### src/design/pscc_pkg.sv
/*
 * Constants for the synthesizer control block: register map, field layout,
 * reset values, serial frame format and calibration length.
 * Assumes one system clock; every pin is already synchronous to it.
 */
// What this block does
// - field 0x22[2:0] picks one of four oscillators, codes 000 to 011.
// - bit 15 of 0x02 selects integer or fractional division; fractional after reset.
// - numerator and modulus are each held as 16-bit values.
// - division ratio is integer 0x02 plus numerator 0x03 over modulus 0x04.
// - a fixed divide-by-two prescaler follows the oscillator.
// - field 0x22[5:3] sets output divide 1, 2, 4 or 8.
// - status pin shows lock detect, high while locked, when routed there.
// - field 0x21[14:13] selects status pin source; reset routes lock detect.
// - any write to 0x02, 0x03 or 0x04 starts oscillator band calibration.
// - calibration lasts 5120 comparison cycles, then the loop settles.
// - lock time is calibration followed by analog loop settling.
// - bit 7 of 0x01 enables the differential LO output buffer.
// - field 0x22[7:6] sets four increasing LO output amplitudes.
// - reference clock is divided by 1 to 8191 to form comparison clock.
`default_nettype none
package pscc_pkg;
	localparam int ADDR_W = 7;
	localparam int DATA_W = 16;
	localparam int HDR_BITS = 8;
	localparam int FRAME_BITS = 24;
	localparam int CNT_W = 5;

	localparam logic [ADDR_W-1:0] REG_ENABLES   = 7'h01;
	localparam logic [ADDR_W-1:0] REG_INT_MODE  = 7'h02;
	localparam logic [ADDR_W-1:0] REG_FRAC_NUM  = 7'h03;
	localparam logic [ADDR_W-1:0] REG_FRAC_MOD  = 7'h04;
	localparam logic [ADDR_W-1:0] REG_REF_DIV   = 7'h20;
	localparam logic [ADDR_W-1:0] REG_STATUS_SEL = 7'h21;
	localparam logic [ADDR_W-1:0] REG_OSC_OUT   = 7'h22;
	localparam logic [ADDR_W-1:0] REG_STATE     = 7'h23;
	localparam logic [ADDR_W-1:0] REG_TUNE_DAC  = 7'h49;

	localparam logic [DATA_W-1:0] RST_ENABLES    = 16'h0000;
	localparam logic [DATA_W-1:0] RST_INT_MODE   = 16'h0058;
	localparam logic [DATA_W-1:0] RST_FRAC_NUM   = 16'h0000;
	localparam logic [DATA_W-1:0] RST_FRAC_MOD   = 16'h0001;
	localparam logic [DATA_W-1:0] RST_REF_DIV    = 16'h0001;
	localparam logic [DATA_W-1:0] RST_STATUS_SEL = 16'h0000;
	localparam logic [DATA_W-1:0] RST_OSC_OUT    = 16'h0000;
	localparam logic [DATA_W-1:0] RST_TUNE_DAC   = 16'h0000;

	localparam int BIT_LO_BUF_ON = 7;
	localparam int BIT_INT_MODE  = 15;
	localparam int OSC_LSB = 0;
	localparam int OSC_W   = 3;
	localparam int ODIV_LSB = 3;
	localparam int ODIV_W   = 3;
	localparam int AMP_LSB = 6;
	localparam int AMP_W   = 2;
	localparam int SEL_LSB = 13;
	localparam int SEL_W   = 2;
	localparam int REF_W   = 13;
	localparam int DAC_BASE_W = 9;
	localparam int DAC_GRAD_LSB = 9;
	localparam int DAC_GRAD_W = 5;
	localparam int STATE_W = 2;

	localparam logic [SEL_W-1:0] SRC_LOCK   = 2'h0;
	localparam logic [SEL_W-1:0] SRC_CAL    = 2'h1;
	localparam logic [SEL_W-1:0] SRC_CMP    = 2'h2;

	localparam int CAL_CMP_CYCLES = 5120;
	localparam int CAL_W = 13;

	typedef enum logic [1:0] {
		CAL_IDLE,
		CAL_RUN,
		CAL_SETTLE
	} pscc_cal_t;
endpackage
`default_nettype wire

### src/design/pscc_ref_divider.sv
/*
 * Reference divider: counts rising edges of the reference input and gives one
 * comparison tick every ref_divide edges.
 * Assumes ref_clk_in is slow against mclk and synchronous to it.
 */
`timescale 1ns/1ps
`default_nettype none
module pscc_ref_divider
	import pscc_pkg::*;
(
	input  wire logic             mclk,
	input  wire logic             rstn,
	input  wire logic             ref_clk_in,
	input  wire logic [REF_W-1:0] ref_divide,
	output var  logic             cmp_tick
);
	logic             ref_prev_q;
	logic             ref_prev_d;
	logic [REF_W-1:0] cnt_q;
	logic [REF_W-1:0] cnt_d;
	logic             tick_q;
	logic             tick_d;
	logic [REF_W-1:0] last;

	always_comb begin
		ref_prev_d = ref_clk_in;
		cnt_d = cnt_q;
		tick_d = 1'b0;
		// zero treated as divide by one
		last = (ref_divide == '0) ? '0 : ref_divide - REF_W'(1);
		if (ref_clk_in && !ref_prev_q) begin
			if (cnt_q >= last) begin
				cnt_d = '0;
				tick_d = 1'b1;
			end else begin
				cnt_d = cnt_q + REF_W'(1);
			end
		end
	end

	always_ff @(posedge mclk or negedge rstn) begin
		if (!rstn) begin
			ref_prev_q <= 1'b0;
			cnt_q <= '0;
			tick_q <= 1'b0;
		end else begin
			ref_prev_q <= ref_prev_d;
			cnt_q <= cnt_d;
			tick_q <= tick_d;
		end
	end

	assign cmp_tick = tick_q;
endmodule
`default_nettype wire

### src/design/pscc_synth_ctrl.sv
/*
 * Synthesizer control: 3-wire serial register port, divider and oscillator
 * settings, band calibration sequencer, lock and status pin routing.
 * Assumes sclk, cs_n, sdio and the analog lock level are synchronous to mclk.
 */
`timescale 1ns/1ps
`default_nettype none
module pscc_synth_ctrl
	import pscc_pkg::*;
#(
	parameter int CAL_CYCLES = CAL_CMP_CYCLES
) (
	input  wire logic                  mclk,
	input  wire logic                  rstn,
	input  wire logic                  sclk,
	input  wire logic                  cs_n,
	input  wire logic                  sdio_in,
	output var  logic                  sdio_out,
	output var  logic                  sdio_oe,
	input  wire logic                  ref_clk_in,
	input  wire logic                  loop_lock_in,
	output var  logic [OSC_W-1:0]      oscillator_choice,
	output var  logic                  divider_integer_mode,
	output var  logic [DATA_W-2:0]     feedback_integer,
	output var  logic [DATA_W-1:0]     feedback_numerator,
	output var  logic [DATA_W-1:0]     feedback_modulus,
	output var  logic [ODIV_W-1:0]     output_divide_code,
	output var  logic [REF_W-1:0]      ref_divide,
	output var  logic                  lo_buffer_on,
	output var  logic [AMP_W-1:0]      lo_buffer_amplitude,
	output var  logic [DAC_GRAD_W-1:0] tuning_dac_gradient,
	output var  logic [DAC_BASE_W-1:0] tuning_dac_base,
	output var  logic                  band_cal_active,
	output var  logic                  status_mux_pin
);
	// serial port
	logic                  sclk_prev_q, sclk_prev_d;
	logic [CNT_W-1:0]      bit_cnt_q, bit_cnt_d;
	logic [FRAME_BITS-1:0] shin_q, shin_d;
	logic [DATA_W-1:0]     shout_q, shout_d;
	logic                  rd_q, rd_d;
	logic                  sdo_q, sdo_d;
	logic                  oe_q, oe_d;
	logic                  wr_q, wr_d;
	logic [ADDR_W-1:0]     wr_addr_q, wr_addr_d;
	logic [DATA_W-1:0]     wr_data_q, wr_data_d;
	logic                  sclk_rise, sclk_fall;
	logic [ADDR_W-1:0]     hdr_addr;

	// registers
	logic [DATA_W-1:0] en_q, en_d, int_q, int_d, num_q, num_d, mod_q, mod_d;
	logic [DATA_W-1:0] refd_q, refd_d, sel_q, sel_d, osc_q, osc_d, dac_q, dac_d;

	// calibration and lock
	pscc_cal_t         cal_q, cal_d;
	logic [CAL_W-1:0]  cal_cnt_q, cal_cnt_d;
	logic              lock_q, lock_d;
	logic              mux_q, mux_d;
	logic              cal_run_q, cal_run_d;
	logic              cmp_tick;
	logic              cmp_lvl_q, cmp_lvl_d;
	logic              fb_write;

	pscc_ref_divider i_pscc_ref_divider (
		.mclk       (mclk),
		.rstn       (rstn),
		.ref_clk_in (ref_clk_in),
		.ref_divide (refd_q[REF_W-1:0]),
		.cmp_tick   (cmp_tick)
	);

	function automatic logic [DATA_W-1:0] read_value(input logic [ADDR_W-1:0] a);
		logic [DATA_W-1:0] v;
		v = '0;
		case (a)
			REG_ENABLES:    v = en_q;
			REG_INT_MODE:   v = int_q;
			REG_FRAC_NUM:   v = num_q;
			REG_FRAC_MOD:   v = mod_q;
			REG_REF_DIV:    v = refd_q;
			REG_STATUS_SEL: v = sel_q;
			REG_OSC_OUT:    v = osc_q;
			REG_STATE:      v = {{(DATA_W-STATE_W){1'b0}}, lock_q, band_cal_active};
			REG_TUNE_DAC:   v = dac_q;
			default:        v = '0;
		endcase
		return v;
	endfunction

	assign sclk_rise = sclk && !sclk_prev_q;
	assign sclk_fall = !sclk && sclk_prev_q;
	assign hdr_addr = {shin_q[ADDR_W-2:0], sdio_in};

	// frame: r/w bit, 7 address bits, 16 data bits, msb first
	always_comb begin
		sclk_prev_d = sclk;
		bit_cnt_d = bit_cnt_q;
		shin_d = shin_q;
		shout_d = shout_q;
		rd_d = rd_q;
		sdo_d = sdo_q;
		oe_d = oe_q;
		wr_d = 1'b0;
		wr_addr_d = wr_addr_q;
		wr_data_d = wr_data_q;
		if (cs_n) begin
			bit_cnt_d = '0;
			rd_d = 1'b0;
			oe_d = 1'b0;
		end else if (sclk_rise && bit_cnt_q < CNT_W'(FRAME_BITS)) begin
			shin_d = {shin_q[FRAME_BITS-2:0], sdio_in};
			bit_cnt_d = bit_cnt_q + CNT_W'(1);
			if (bit_cnt_q == CNT_W'(HDR_BITS - 1) && shin_q[ADDR_W-1]) begin
				rd_d = 1'b1;
				shout_d = read_value(hdr_addr);
			end
			if (bit_cnt_q == CNT_W'(FRAME_BITS - 1) && !shin_q[FRAME_BITS-2]) begin
				wr_d = 1'b1;
				wr_addr_d = shin_q[FRAME_BITS-3:DATA_W-1];
				wr_data_d = {shin_q[DATA_W-2:0], sdio_in};
			end
		end else if (sclk_fall && rd_q && bit_cnt_q < CNT_W'(FRAME_BITS)) begin
			sdo_d = shout_q[DATA_W-1];
			shout_d = {shout_q[DATA_W-2:0], 1'b0};
			oe_d = 1'b1;
		end
	end

	always_ff @(posedge mclk or negedge rstn) begin
		if (!rstn) begin
			sclk_prev_q <= 1'b0;
			bit_cnt_q <= '0;
			shin_q <= '0;
			shout_q <= '0;
			rd_q <= 1'b0;
			sdo_q <= 1'b0;
			oe_q <= 1'b0;
			wr_q <= 1'b0;
			wr_addr_q <= '0;
			wr_data_q <= '0;
		end else begin
			sclk_prev_q <= sclk_prev_d;
			bit_cnt_q <= bit_cnt_d;
			shin_q <= shin_d;
			shout_q <= shout_d;
			rd_q <= rd_d;
			sdo_q <= sdo_d;
			oe_q <= oe_d;
			wr_q <= wr_d;
			wr_addr_q <= wr_addr_d;
			wr_data_q <= wr_data_d;
		end
	end

	always_comb begin
		en_d = en_q;
		int_d = int_q;
		num_d = num_q;
		mod_d = mod_q;
		refd_d = refd_q;
		sel_d = sel_q;
		osc_d = osc_q;
		dac_d = dac_q;
		if (wr_q) begin
			case (wr_addr_q)
				REG_ENABLES:    en_d = wr_data_q;
				REG_INT_MODE:   int_d = wr_data_q;
				REG_FRAC_NUM:   num_d = wr_data_q;
				REG_FRAC_MOD:   mod_d = wr_data_q;
				REG_REF_DIV:    refd_d = wr_data_q & {{(DATA_W-REF_W){1'b0}}, {REF_W{1'b1}}};
				REG_STATUS_SEL: sel_d = wr_data_q;
				REG_OSC_OUT:    osc_d = wr_data_q;
				REG_TUNE_DAC:   dac_d = wr_data_q;
				default:        en_d = en_q;
			endcase
		end
	end

	always_ff @(posedge mclk or negedge rstn) begin
		if (!rstn) begin
			en_q <= RST_ENABLES;
			int_q <= RST_INT_MODE;
			num_q <= RST_FRAC_NUM;
			mod_q <= RST_FRAC_MOD;
			refd_q <= RST_REF_DIV;
			sel_q <= RST_STATUS_SEL;
			osc_q <= RST_OSC_OUT;
			dac_q <= RST_TUNE_DAC;
		end else begin
			en_q <= en_d;
			int_q <= int_d;
			num_q <= num_d;
			mod_q <= mod_d;
			refd_q <= refd_d;
			sel_q <= sel_d;
			osc_q <= osc_d;
			dac_q <= dac_d;
		end
	end

	assign fb_write = wr_q && (wr_addr_q == REG_INT_MODE || wr_addr_q == REG_FRAC_NUM
		|| wr_addr_q == REG_FRAC_MOD);

	// calibration, then settling, then lock; a new divider write restarts it
	always_comb begin
		cal_d = cal_q;
		cal_cnt_d = cal_cnt_q;
		cmp_lvl_d = cmp_tick ? !cmp_lvl_q : cmp_lvl_q;
		if (fb_write) begin
			cal_d = CAL_RUN;
			cal_cnt_d = '0;
		end else begin
			case (cal_q)
				CAL_IDLE: cal_d = CAL_IDLE;
				CAL_RUN: begin
					if (cmp_tick) begin
						if (cal_cnt_q == CAL_W'(CAL_CYCLES - 1)) begin
							cal_d = CAL_SETTLE;
						end else begin
							cal_cnt_d = cal_cnt_q + CAL_W'(1);
						end
					end
				end
				CAL_SETTLE: begin
					if (loop_lock_in) begin
						cal_d = CAL_IDLE;
					end
				end
				default: cal_d = CAL_IDLE;
			endcase
		end
		lock_d = (cal_d == CAL_IDLE) && loop_lock_in;
		cal_run_d = (cal_d == CAL_RUN);
		// new select steers the pin's very next value
		case (sel_d[SEL_LSB +: SEL_W])
			SRC_LOCK: mux_d = lock_d;
			SRC_CAL:  mux_d = cal_run_d;
			SRC_CMP:  mux_d = cmp_lvl_d;
			default:  mux_d = 1'b0;
		endcase
	end

	always_ff @(posedge mclk or negedge rstn) begin
		if (!rstn) begin
			cal_q <= CAL_IDLE;
			cal_cnt_q <= '0;
			lock_q <= 1'b0;
			mux_q <= 1'b0;
			cal_run_q <= 1'b0;
			cmp_lvl_q <= 1'b0;
		end else begin
			cal_q <= cal_d;
			cal_cnt_q <= cal_cnt_d;
			lock_q <= lock_d;
			mux_q <= mux_d;
			cal_run_q <= cal_run_d;
			cmp_lvl_q <= cmp_lvl_d;
		end
	end

	assign sdio_out = sdo_q;
	assign sdio_oe = oe_q;
	assign oscillator_choice = osc_q[OSC_LSB +: OSC_W];
	assign divider_integer_mode = int_q[BIT_INT_MODE];
	// words feed the feedback divider after the fixed x2 prescaler
	assign feedback_integer = int_q[DATA_W-2:0];
	assign feedback_numerator = num_q;
	assign feedback_modulus = mod_q;
	assign output_divide_code = osc_q[ODIV_LSB +: ODIV_W];
	assign ref_divide = refd_q[REF_W-1:0];
	assign lo_buffer_on = en_q[BIT_LO_BUF_ON];
	assign lo_buffer_amplitude = osc_q[AMP_LSB +: AMP_W];
	assign tuning_dac_gradient = dac_q[DAC_GRAD_LSB +: DAC_GRAD_W];
	assign tuning_dac_base = dac_q[DAC_BASE_W-1:0];
	assign band_cal_active = cal_run_q;
	assign status_mux_pin = mux_q;
endmodule
`default_nettype wire

### config.mk
export PLATFORM = sky130hd
export DESIGN_NAME = pscc_synth_ctrl
export DESIGN_NICKNAME = d
export VERILOG_FILES = /design/src/design/pscc_pkg.sv /design/src/design/pscc_ref_divider.sv /design/src/design/pscc_synth_ctrl.sv
export SDC_FILE = /design/constraint.sdc
export NUM_CORES = 1
export LEC_CHECK = 0
export ABC_AREA = 1
export ABC_CLOCK_PERIOD_IN_PS = 4100
export BUFFER_PORTS_ARGS = -buffer_cell sky130_fd_sc_hd__buf_4
export CAP_MARGIN = 40
export CORE_ASPECT_RATIO = 0.75
export CORE_MARGIN = 5
export CORE_UTILIZATION = 60
export CTS_BUF_LIST = sky130_fd_sc_hd__clkbuf_4
export DETAILED_ROUTE_END_ITERATION = 10
export GPL_TIMING_DRIVEN = 0
export MAX_ROUTING_LAYER = met4
export PLACE_DENSITY = 0.8
export RECOVER_POWER = 50
export SETUP_SLACK_MARGIN = 0.3
export SYNTH_ARGS = -nofsm -noshare
export SYNTH_HDL_FRONTEND = slang
export SYNTH_SLANG_ARGS = --single-unit
### constraint.sdc
create_clock -name mclk -period 4.1 [get_ports mclk]
set_clock_uncertainty 0.1 [all_clocks]
set_input_delay 0.205 -clock mclk [delete_from_list [all_inputs] [get_ports mclk]]
set_output_delay 0.205 -clock mclk [all_outputs]
set_load 0.1 [all_outputs]
==> results of run 1 <==
## per-stage QoR
| stage | cells | hold slack (ns) |
|---|---|---|
| final | 1841 | 0.112 |
| after CTS | 1840 | 0.0583 |
| after floorplan | 1395 | -0.191 |
| after detailed placement | 1737 | 0.0215 |
| after global routing | 1841 | 0.123 |
| after global placement | 1735 | 0.223 |
## what timing repair did
| item | CTS | global route |
|---|---|---|
| hold buffers | 8 | 0 |
| buffers inserted | 0 | 0 |
| endpoints found under the hold margin | 163 | 0 |
## cells in the final DEF, fill, tap and decap left out, types with 2 or more instances in the layout
master	instances
dfstp_2	5
nand3_1	125
nor3b_1	3
nor2_2	5
o21a_1	2
nor2_1	128
clkbuf_4	78
o21ai_1	6
a21oi_1	41
nand2_4	2
nand2_2	4
dlygate4sd3_1	7
inv_2	6
buf_6	6
buf_4	70
o21ai_0	187
clkbuf_1	81
nor2_4	9
nand4_1	10
nor3_2	2
nand2_1	362
clkinv_1	18
clkbuf_2	2
nor3_1	15
a21oi_2	2
nand3b_1	7
inv_1	127
buf_2	13
xor2_1	13
dfrtp_1	226
ha_1	19
## cell type report
cell class                      instances  share of cell area
Antenna cell                            1            0.000195
Buffer                                 78              0.0358
Clock buffer                           77              0.0450
Clock inverter                         18             0.00525
Inverter                              134              0.0393
Multi-Input combinational cell        952               0.353
Sequential cell                       231               0.450
Tap cell                              247              0.0240
Timing Repair Buffer                  103              0.0480
## power by group through the flow
stage	Clock (W)	Sequential, W	Combinational, W
global route	0.00192	0.00242	0.000371
finish	0.00178	0.00241	0.000328
global placement	0	0.00245	0.000305
detailed placement	0	0.00245	0.000322
CTS	0.00179	0.00241	0.000334
floorplan	0	0.00244	0.000197
## cell families (layout without fill, tap and decap cells)
| family | count (synthesis) | after routing | synth area share |
|---|---|---|---|
| buffers and inverters | 212 | 410 | 0.0859 |
| AOI/OAI and AO/OA | 243 | 243 | 0.110 |
| other | 0 | 1 | 0 |
| adders and majority gates | 19 | 19 | 0.0210 |
| and+or+nand+nor | 676 | 676 | 0.263 |
| DFF | 231 | 231 | 0.510 |
| xor gates and xnor gates | 14 | 14 | 0.0108 |
## registers in the layout, indices dropped and copies added, names as in the netlist, 2 cells and up
signal and count:
bit_cnt_q 5, feedback_numerator 16, osc_q 16, shin_q 23, wr_data_q 16, shout_q 16, wr_addr_q 7, cal_q 2
i_pscc_ref_divider.cnt_q 13, cal_cnt_q 13, sel_q 16, refd_q 13, int_q 16, en_q 16, feedback_modulus 16, dac_q 16
## final timing paths
check / end / cells past startpoint
max: i_pscc_ref_divider.cnt_q[5] / 17
min: i_pscc_ref_divider.ref_prev_q / 2
max reg2reg: i_pscc_ref_divider.cnt_q[5] / 17
min reg2reg: cmp_lvl_q / 1
max in group asynchronous: shin_q[21] / 4
min in group asynchronous: wr_data_q[10] / 4
## metal layers
layer  part of all wire  up-vias  global-route usage
met1               0.45     4949               0.460
met5                  0        -                   -
li1                   -     4846                   -
met4              0.020        0              0.0844
met2               0.42      545               0.433
met3               0.11       66              0.0656
==> metrics.cfg, run 1 <==
[status]
status=finished with violations
violations=capacitance limit, slew limit

[detailed_routing]
detail_route.first_pass.iterations=7
routedWlPerCell_um=17.5
drtAntennaViolNets=0
vias_per_cell=5.65
num_vias=10400
dr.first_iter.drc_count=1312
wirelength_um=32200
drc=0

[cts]
clk_pin_slew_worst_paths_ns=0.07
clock_latency_ns=0.68
h-tree-depth=2
clockBufferDepth=3
cts_tree=yes
ctsResizeCount=0
clock-sinks=231
cts_buffers=56
clockRootBuffer=clkbuf_4

[synth]
synth-seq-cells=231
synth_area_um2=11300
ys_top_cells_by_count=359 x nand2_1, 226 x dfrtp_1, 186 x o21ai_0
synth_ff_type=dfrtp_1
synthCells=1395
ys_warn_count=0
synth_nets=1421
synth-async-reset-ratio=1.00
yosysSeqAreaShare=0.510
synthDistinctLibCells=41
netlist.area_leader.share=0.498
yosysMostFrequentCell=nand2_1
yosysTopAreaCell=dfrtp_1
synth_area_leaders=dfrtp_1 50%, nand2_1 12%, o21ai_0 8.2%
synth_area_per_cell_um2=8.13
synth_enable_flop_cells=0

[sta]
fin_crit_sh=0.808
period_needed_ns=3.31
rsz0062_at_grt=false
max_freq_mhz=302
fin_tns_setup_ns=0
slew_violations=136
setup_ws_ns=0.788
hold_violations=0
max_slew_margin=-0.637
setup_viol=0
tightest_slew_ns=2.45

[global_route]
grt_pass1_vias=9784
gr-total-overflow=0
grt_pass1_wl_um=51300
antenna_found_initial=1
grtUsageTotal=0.309
grt_max_degree=98

[place]
place_area_um2=12400
dp_hpwl_um=23600
post-place-ws_ns=0.904
port_buffers=93
gp_congestion=0.970

[worst_setup_path]
cp_max_fo=10
path_cells=inv_1 > ha_1 > nand3_1 > nor4_4 > nand3_1 > nand2_1 > ha_1 > a21oi_1 > o21ai_0 > nand2_1 > nand2_1 > nand3_1 > nand3_1 > nand2_1 > inv_1 > buf_2 > nor2_1
crit_buf_inv=3
critPathTopFamily=simple AND/OR/NAND/NOR gates
slowest_delay_ns=0.41
crit_path_end_kind=flop
cp.required_ns=4.59
critical_path.startpoint_type=flop
cp_slowest_cell=dfstp_2
cp_data_arrival_time_ns=3.80
startpoint=refd_q[0]
r2r-start=refd_q[0]
reg2reg_slack_ns=0.79
critPathKind=flop to flop

[layout]
nets=1582
drive_gt1_frac=0.132
num-fill-cells=1581
seq_area_um2=5790
utilization=0.693
multi_input_area_um2=4530
syn_to_final_growth_pct=13.3
fin_area_um2=12900

[pwr]
p_sw_w=0.00122
power_w=0.00452
static-leakage-power_nw=6.13
pwr-share-clk=0.393
p_per_area_nw_per_um2=351
intPower_w=0.00330
p_seq_frac=0.534
p_sw_frac=0.269
vdd_drop_max_v=0.000226
p_comb_frac=0.073

[job]
cap_violations=2

[floorplan]
num_rows=43
die_y_um=129
initial_core_util=0.611
core_um2=18600
die-area_um2=21800
ioPinCount=95
die_x_um=169

[min_path]
hp-start=ref_clk_in
hp-class=input port to flop

No activity file was read; power rests on OpenSTA's default activity.
==> inputs of run 2 (changes only) <==
--- a/config.mk
+++ b/config.mk
@@ -5,18 +5,18 @@
 export SDC_FILE = /design/constraint.sdc
 export NUM_CORES = 1
 export LEC_CHECK = 0
-export ABC_AREA = 1
-export ABC_CLOCK_PERIOD_IN_PS = 4100
+export ABC_AREA = 0
+export ABC_CLOCK_PERIOD_IN_PS = 3000
 export BUFFER_PORTS_ARGS = -buffer_cell sky130_fd_sc_hd__buf_4
 export CAP_MARGIN = 40
 export CORE_ASPECT_RATIO = 0.75
 export CORE_MARGIN = 5
-export CORE_UTILIZATION = 60
+export CORE_UTILIZATION = 56
 export CTS_BUF_LIST = sky130_fd_sc_hd__clkbuf_4
 export DETAILED_ROUTE_END_ITERATION = 10
 export GPL_TIMING_DRIVEN = 0
 export MAX_ROUTING_LAYER = met4
-export PLACE_DENSITY = 0.8
+export PLACE_DENSITY = 0.79
 export RECOVER_POWER = 50
 export SETUP_SLACK_MARGIN = 0.3
 export SYNTH_ARGS = -nofsm -noshare
==> constraint.sdc (replaced) <==
create_clock -name mclk -period 3 [get_ports mclk]
set_clock_uncertainty 0.1 [all_clocks]
set_input_delay 0.15 -clock mclk [delete_from_list [all_inputs] [get_ports mclk]]
set_output_delay 0.15 -clock mclk [all_outputs]
set_load 0.1 [all_outputs]
==> run 2 against run 1 <==
Net effect:
- the run ends with capacitance limit, slew limit, setup timing left
- worst hold slack worse by 0.020 ns
- critical path depth down 3
- non-clock buffer count down 6
- via count down 22%
- register-to-register slack worse by 1.1 ns
- combinational power up 48%
- maximum frequency down 0.42%
- highest routed layer unchanged
==> metrics.cfg, run 2 <==
[layout]
drive_gt1_frac=0.393
seq_area_um2=5800
num-fill-cells=1464
final-instance-count-excl-fill=1373
layout_commonest_cell=dfrtp_1
layout_common_cells=220 x dfrtp_1, 162 x mux2_2, 101 x clkbuf_4
largest_reg_flops=23
multi_input_area_um2=5050
nets=1102
syn_to_final_growth_pct=18.6
largest-register=shin_q

[cts]
clock-sinks=231
h-tree-depth=2
cts_tree=yes
clock_latency_ns=0.67
clk_pin_slew_worst_paths_ns=0.08
cts_buffers=56
clockRootBuffer=clkbuf_4
clockBufferDepth=3

[worst_setup_path]
crit_path_end_kind=flop
critPathKind=flop to flop
slowest_delay_ns=0.58
worst_r2r_endpoint=i_pscc_ref_divider.cmp_tick
critPathTopFamily=simple AND/OR/NAND/NOR gates
cp_data_arrival_time_ns=3.76
reg2reg_slack_ns=-0.33
cp_slowest_cell=or4_4
crit_buf_inv=3
cp_max_fo=5
critical_path.startpoint_type=flop
r2r-start=refd_q[5]
cp.required_ns=3.43
r2r_cells=14
path_cells=or4_4 > nor3_4 > nand3_2 > or2_4 > clkbuf_16 > nand2_1 > ha_1 > nand2_2 > o21ai_1 > a21oi_2 > o41ai_4 > buf_4 > buf_6 > and2_1

[job]
cap_violations=1

[place]
dp_hpwl_um=19100
port_buffers=93
place_inst=1257
gp_congestion=0.953
post-place-ws_ns=-0.621

[pwr]
p_seq_frac=0.508
p_comb_frac=0.075
vdd_drop_max_v=0.000372
p_per_area_nw_per_um2=494
power_w=0.00648
pwr-share-clk=0.417
p_sw_w=0.00169
static-leakage-power_nw=6.32
p_sw_frac=0.261
intPower_w=0.00479

[sta]
max_slew_margin=-0.0988
max_freq_mhz=301
hold_slack_ns=0.0920
fin_crit_sh=1.11
slew_violations=123
tightest_slew_ns=1.65
hold_violations=0
period_needed_ns=3.33
setup_ws_ns=-0.326
setup_viol=14
fin_tns_setup_ns=-4.03
rsz0062_at_grt=true

[synth]
synth_ff_type=dfrtp_1
synth_adder_area_share=0.0215
synth_nets=936
synth-async-reset-ratio=1.00
ys_warn_count=0
synth-compound-area-share=0.0898
netlist.area_leader.share=0.512
ys_top_cells_by_count=226 x dfrtp_1, 162 x mux2_2, 61 x nand2_1
yosysTopAreaCell=dfrtp_1
synthCells=910
synthMuxAreaShare=0.203
synth-seq-cells=231
synthDistinctLibCells=70
yosysSeqAreaShare=0.524
synth_top_family_by_area=multiplexers
synth_area_leaders=dfrtp_1 51%, mux2_2 17%, mux2i_1 2.4%
synth_area_um2=11100
synth_simple_gate_area_frac=0.0959
synth_area_per_cell_um2=12.1
synth_enable_flop_cells=0
yosysMostFrequentCell=dfrtp_1
synth_xor_area_frac=0.0285

[min_path]
holdPathStages=2
hold_end=sclk_prev_q
hp-start=sclk
hp-class=input port to flop

[detailed_routing]
num_vias=8107
detail_route.first_pass.iterations=5
vias_per_cell=5.90
wirelength_um=28600
dr.first_iter.drc_count=792
drtAntennaViolNets=0
drc=0
routedWlPerCell_um=20.8

[global_route]
gr-total-overflow=0
grt_pass1_wl_um=44300
antenna_found_initial=1
grt_max_degree=123
grtUsageTotal=0.254
grt_pass1_vias=8025

[floorplan]
core_um2=19400
initial_core_util=0.570
num_rows=44
ioPinCount=95
die_x_um=172
die_y_um=132
die-area_um2=22700

[status]
status=finished with violations
violations=capacitance limit, slew limit, setup timing

[run 2: cell types whose count changed after synthesis, sizes merged, moves of 11 or more]
cell,before,now
a22o,0,11
mux2i,0,26
inv,134,12
nor2,142,50
mux2,0,172
clkbuf,29,18
nand3,126,12
nand2,368,61
xnor2,1,19
o22ai,0,16
o2bb2ai,0,15
o21ai,194,27
a221oi,0,12
[run 2: through the flow]
step,instance area [um2],util
6_report,13100,0.676
5_1_grt,13100,0.676
4_1_cts,13100,0.677
3_5_place_dp,12100,0.627
3_3_place_gp,12100,0.625
2_1_floorplan,11100,-
[run 2: how the worst max path moves through the flow]
stage / from / endpoint / slack [ns] / depth (start not counted)
after floorplan: refd_q[5] / i_pscc_ref_divider.cnt_q[11] / -0.28 / 12
after global placement: refd_q[5] / i_pscc_ref_divider.cnt_q[7] / -0.57 / 13
after detailed placement: refd_q[5] / i_pscc_ref_divider.cnt_q[9] / -0.62 / 13
after CTS: refd_q[6] / i_pscc_ref_divider.cnt_q[4] / -0.25 / 13
after global routing: refd_q[5] / i_pscc_ref_divider.cmp_tick / -0.38 / 14
final: refd_q[5] / i_pscc_ref_divider.cmp_tick / -0.33 / 14
[run 2: worst reg2reg max path: stages, from the launching register on]
cell and delay [ns]:
dfrtp_4 0.50, or4_4 0.58, nor3_4 0.21, nand3_2 0.11, or2_4 0.28, clkbuf_16 0.17, nand2_1 0.10, ha_1 0.27
nand2_2 0.09, o21ai_1 0.09, a21oi_2 0.16, o41ai_4 0.10, buf_4 0.17, buf_6 0.13, and2_1 0.13
[run 2: logic make-up (layout without fill, tap and decap cells)]
group / count (synthesis) / after routing
AOI/OAI and AO/OA: 146 / 146
xor gates and xnor gates: 36 / 36
adders and majority gates: 19 / 19
buffers and inverters: 79 / 288
DFF: 231 / 231
muxes: 200 / 200
other: 0 / 1
and+or+nand+nor: 199 / 199
[run 2: power groups by stage]
stage / Clock, W / Sequential (W) / Combinational, W
after floorplan: 0 / 0.00332 / 0.000272
after global placement: 0 / 0.00334 / 0.000461
after detailed placement: 0 / 0.00335 / 0.000475
after CTS: 0.00275 / 0.00329 / 0.000485
after global routing: 0.00291 / 0.00330 / 0.000526
final: 0.00270 / 0.00329 / 0.000487
[run 2: layout make-up]
cell class,count,area share
multi-input cells,600,0.385
diodes,1,0.000191
plain buffers,67,0.0303
repair buffers,108,0.0568
well taps,253,0.0242
inverters,12,0.00344
flip-flops and latches,231,0.442
clock buffers,99,0.0567
clock inverters,2,0.000573
[run 2: repair_timing]
item	4_1_cts	5_1_grt
setup buffers	5	1
gates resized for setup	23	20
pin swaps	15	13
cloned	1	1
setup endpoints to repair	14	16
endpoints found under the hold margin	145	0
hold buffers	6	0
[run 2: per-layer routing]
layer | share of wire | GRT usage
met1 | 0.45 | 0.376
met2 | 0.44 | 0.355
met3 | 0.084 | 0.0616
met4 | 0.020 | 0.0629
met5 | 0 | -
==> inputs of run 3 (changes only) <==
--- a/config.mk
+++ b/config.mk
@@ -6,7 +6,7 @@
 export NUM_CORES = 1
 export LEC_CHECK = 0
 export ABC_AREA = 0
-export ABC_CLOCK_PERIOD_IN_PS = 3000
+export ABC_CLOCK_PERIOD_IN_PS = 2870
 export BUFFER_PORTS_ARGS = -buffer_cell sky130_fd_sc_hd__buf_4
 export CAP_MARGIN = 40
 export CORE_ASPECT_RATIO = 0.75
==> constraint.sdc (replaced) <==
create_clock -name mclk -period 2.87 [get_ports mclk]
set_clock_uncertainty 0.1 [all_clocks]
set_input_delay 0.1435 -clock mclk [delete_from_list [all_inputs] [get_ports mclk]]
set_output_delay 0.1435 -clock mclk [all_outputs]
set_load 0.1 [all_outputs]
==> run 3 against run 2 <==
Net effect:
- the run still ends with capacitance limit, slew limit, setup timing left
- combinational power grew 4.7%
- utilization is essentially flat
- register-to-register slack lost 0.13 ns
- worst hold slack lost 0.0075 ns
- global-route usage is the same
- final cell count is the same
- sequential power grew 5%
- power grew 4.6%
- first-iteration DRC count grew 0.76%
- via count grew 0.31%
- sequential share of layout area is essentially flat
- critical endpoint unchanged
==> metrics.cfg, run 3 (synthesis results as in run 2) <==
[cts]
clock-sinks=231
cts_buffers=56
h-tree-depth=2
clk_pin_slew_worst_paths_ns=0.08
cts_tree=yes
clockBufferDepth=3
clockRootBuffer=clkbuf_4
clock_latency_ns=0.67

[pwr]
power_w=0.00678
pwr-share-clk=0.417
p_per_area_nw_per_um2=517
p_comb_frac=0.075
intPower_w=0.00501
p_sw_w=0.00177
static-leakage-power_nw=6.32
vdd_drop_max_v=0.000389
p_sw_frac=0.261
p_seq_frac=0.508

[place]
port_buffers=93
place_area_um2=12100
gp_congestion=0.953
dp_hpwl_um=19100

[sta]
setup_viol=14
max_slew_margin=-0.0986
tightest_slew_ns=1.65
rsz0062_at_grt=true
max_freq_mhz=301
period_needed_ns=3.33
hold_violations=0
slew_violations=123
setup_ws_ns=-0.457
fin_crit_sh=1.16

[layout]
largest-register=shin_q
drive_gt1_frac=0.394
syn_to_final_growth_pct=18.6
largest_reg_flops=23
layout_commonest_cell=dfrtp_1
nets=1102
num-fill-cells=1463
fin_area_um2=13100
layout_common_cells=220 x dfrtp_1, 162 x mux2_2, 101 x clkbuf_4

[floorplan]
die-area_um2=22700
core_um2=19400
initial_core_util=0.570
ioPinCount=95
num_rows=44
die_y_um=132
die_x_um=172

[global_route]
grtUsageTotal=0.254
grt_pass1_wl_um=44300
antenna_found_initial=1
gr-total-overflow=0
grt_pass1_vias=8025
grt_max_degree=123

[detailed_routing]
detail_route.first_pass.iterations=5
routedWlPerCell_um=20.8
wl_met3_um=2310
dr.first_iter.drc_count=798
drtAntennaViolNets=0
met1Wirelength_um=13100
drc=0
dr_wl_met2_um=12600
num_vias=8132
vias_per_cell=5.92
wirelength_um=28600
topRoutingLayerUsed=met4

[worst_setup_path]
cp_slowest_cell=or4_4
critPathTopFamily=simple AND/OR/NAND/NOR gates
crit_buf_inv=3
critical_path.startpoint_type=flop
crit_path_end_kind=flop
critPathKind=flop to flop
cp_data_arrival_time_ns=3.76
slowest_delay_ns=0.58
path_cells=or4_4 > nor3_4 > nand3_2 > or2_4 > clkbuf_16 > nand2_1 > ha_1 > nand2_2 > o21ai_1 > a21oi_2 > o41ai_4 > buf_4 > buf_6 > and2_1
cp_max_fo=5
cp.required_ns=3.30

[status]
status=finished with violations
violations=capacitance limit, slew limit, setup timing

[job]
cap_violations=1

[min_path]
hp-class=input port to flop

## run 3: changes by cell type in the layout (fill, tap and decap cells not counted)
cell and delta:
clkbuf_1 -1, clkbuf_2 +1
## run 3: metrics by stage
stage / TNS (ns) / instances / worst slack [ns] / hold WS (ns) / util
after floorplan: -4.89 / 910 / -0.411 / -0.252 / -
after global placement: -47.79 / 1256 / -0.702 / 0.168 / 0.625
after detailed placement: -9.38 / 1257 / -0.751 / 0.168 / 0.627
after CTS: -5.13 / 1370 / -0.384 / 0.0146 / 0.677
after global routing: -6.98 / 1373 / -0.509 / 0.0540 / 0.676
final: -5.86 / 1373 / -0.457 / 0.0845 / 0.676
## run 3: per-layer routing
metal | up-vias | track usage
li1 | 3659 | -
met1 | 4083 | 0.376
met2 | 341 | 0.355
met3 | 49 | 0.0616
met4 | 0 | 0.0629
met5 | - | -
## run 3: final cells by class
class                      instances  area (um2)  area share
tap                              253         317      0.0241
multi-input combinational        600        5050       0.385
clock buffer                      99         743      0.0567
timing repair buffer             108         744      0.0568
inverter                          12        45.0     0.00344
clock inverter                     2        7.51    0.000573
buffer                            67         398      0.0304
sequential                       231        5800       0.442
antenna                            1        2.50    0.000191
## run 3: power by group through the flow
stage	sequential (W)	combinational (W)	clock, W
6_report	0.00344	0.000510	0.00283
5_1_grt	0.00345	0.000550	0.00304
4_1_cts	0.00344	0.000506	0.00288
3_5_place_dp	0.00350	0.000497	0
3_3_place_gp	0.00349	0.000482	0
2_1_floorplan	0.00347	0.000284	0
## run 3: what timing repair did
item	in CTS	in global routing
hold endpoints to repair	147	0
gates resized for setup	23	22
cloned	1	1
pin swaps	15	13
hold buffers	6	0
setup buffers	5	1
endpoints found under the setup margin	14	24
## run 3: final timing paths
| check | startpoint | endpoint | slack, ns | depth (start not counted) |
|---|---|---|---|---|
| max | refd_q[5] | i_pscc_ref_divider.cmp_tick | -0.46 | 14 |
| min | sclk | sclk_prev_q | 0.08 | 2 |
| max reg2reg | refd_q[5] | i_pscc_ref_divider.cmp_tick | -0.46 | 14 |
| min reg2reg | shout_q[13] | shout_q[13] | 0.39 | 2 |
| max in group asynchronous | rstn | refd_q[6] | 0.42 | 3 |
| min in group asynchronous | rstn | refd_q[10] | 0.40 | 2 |
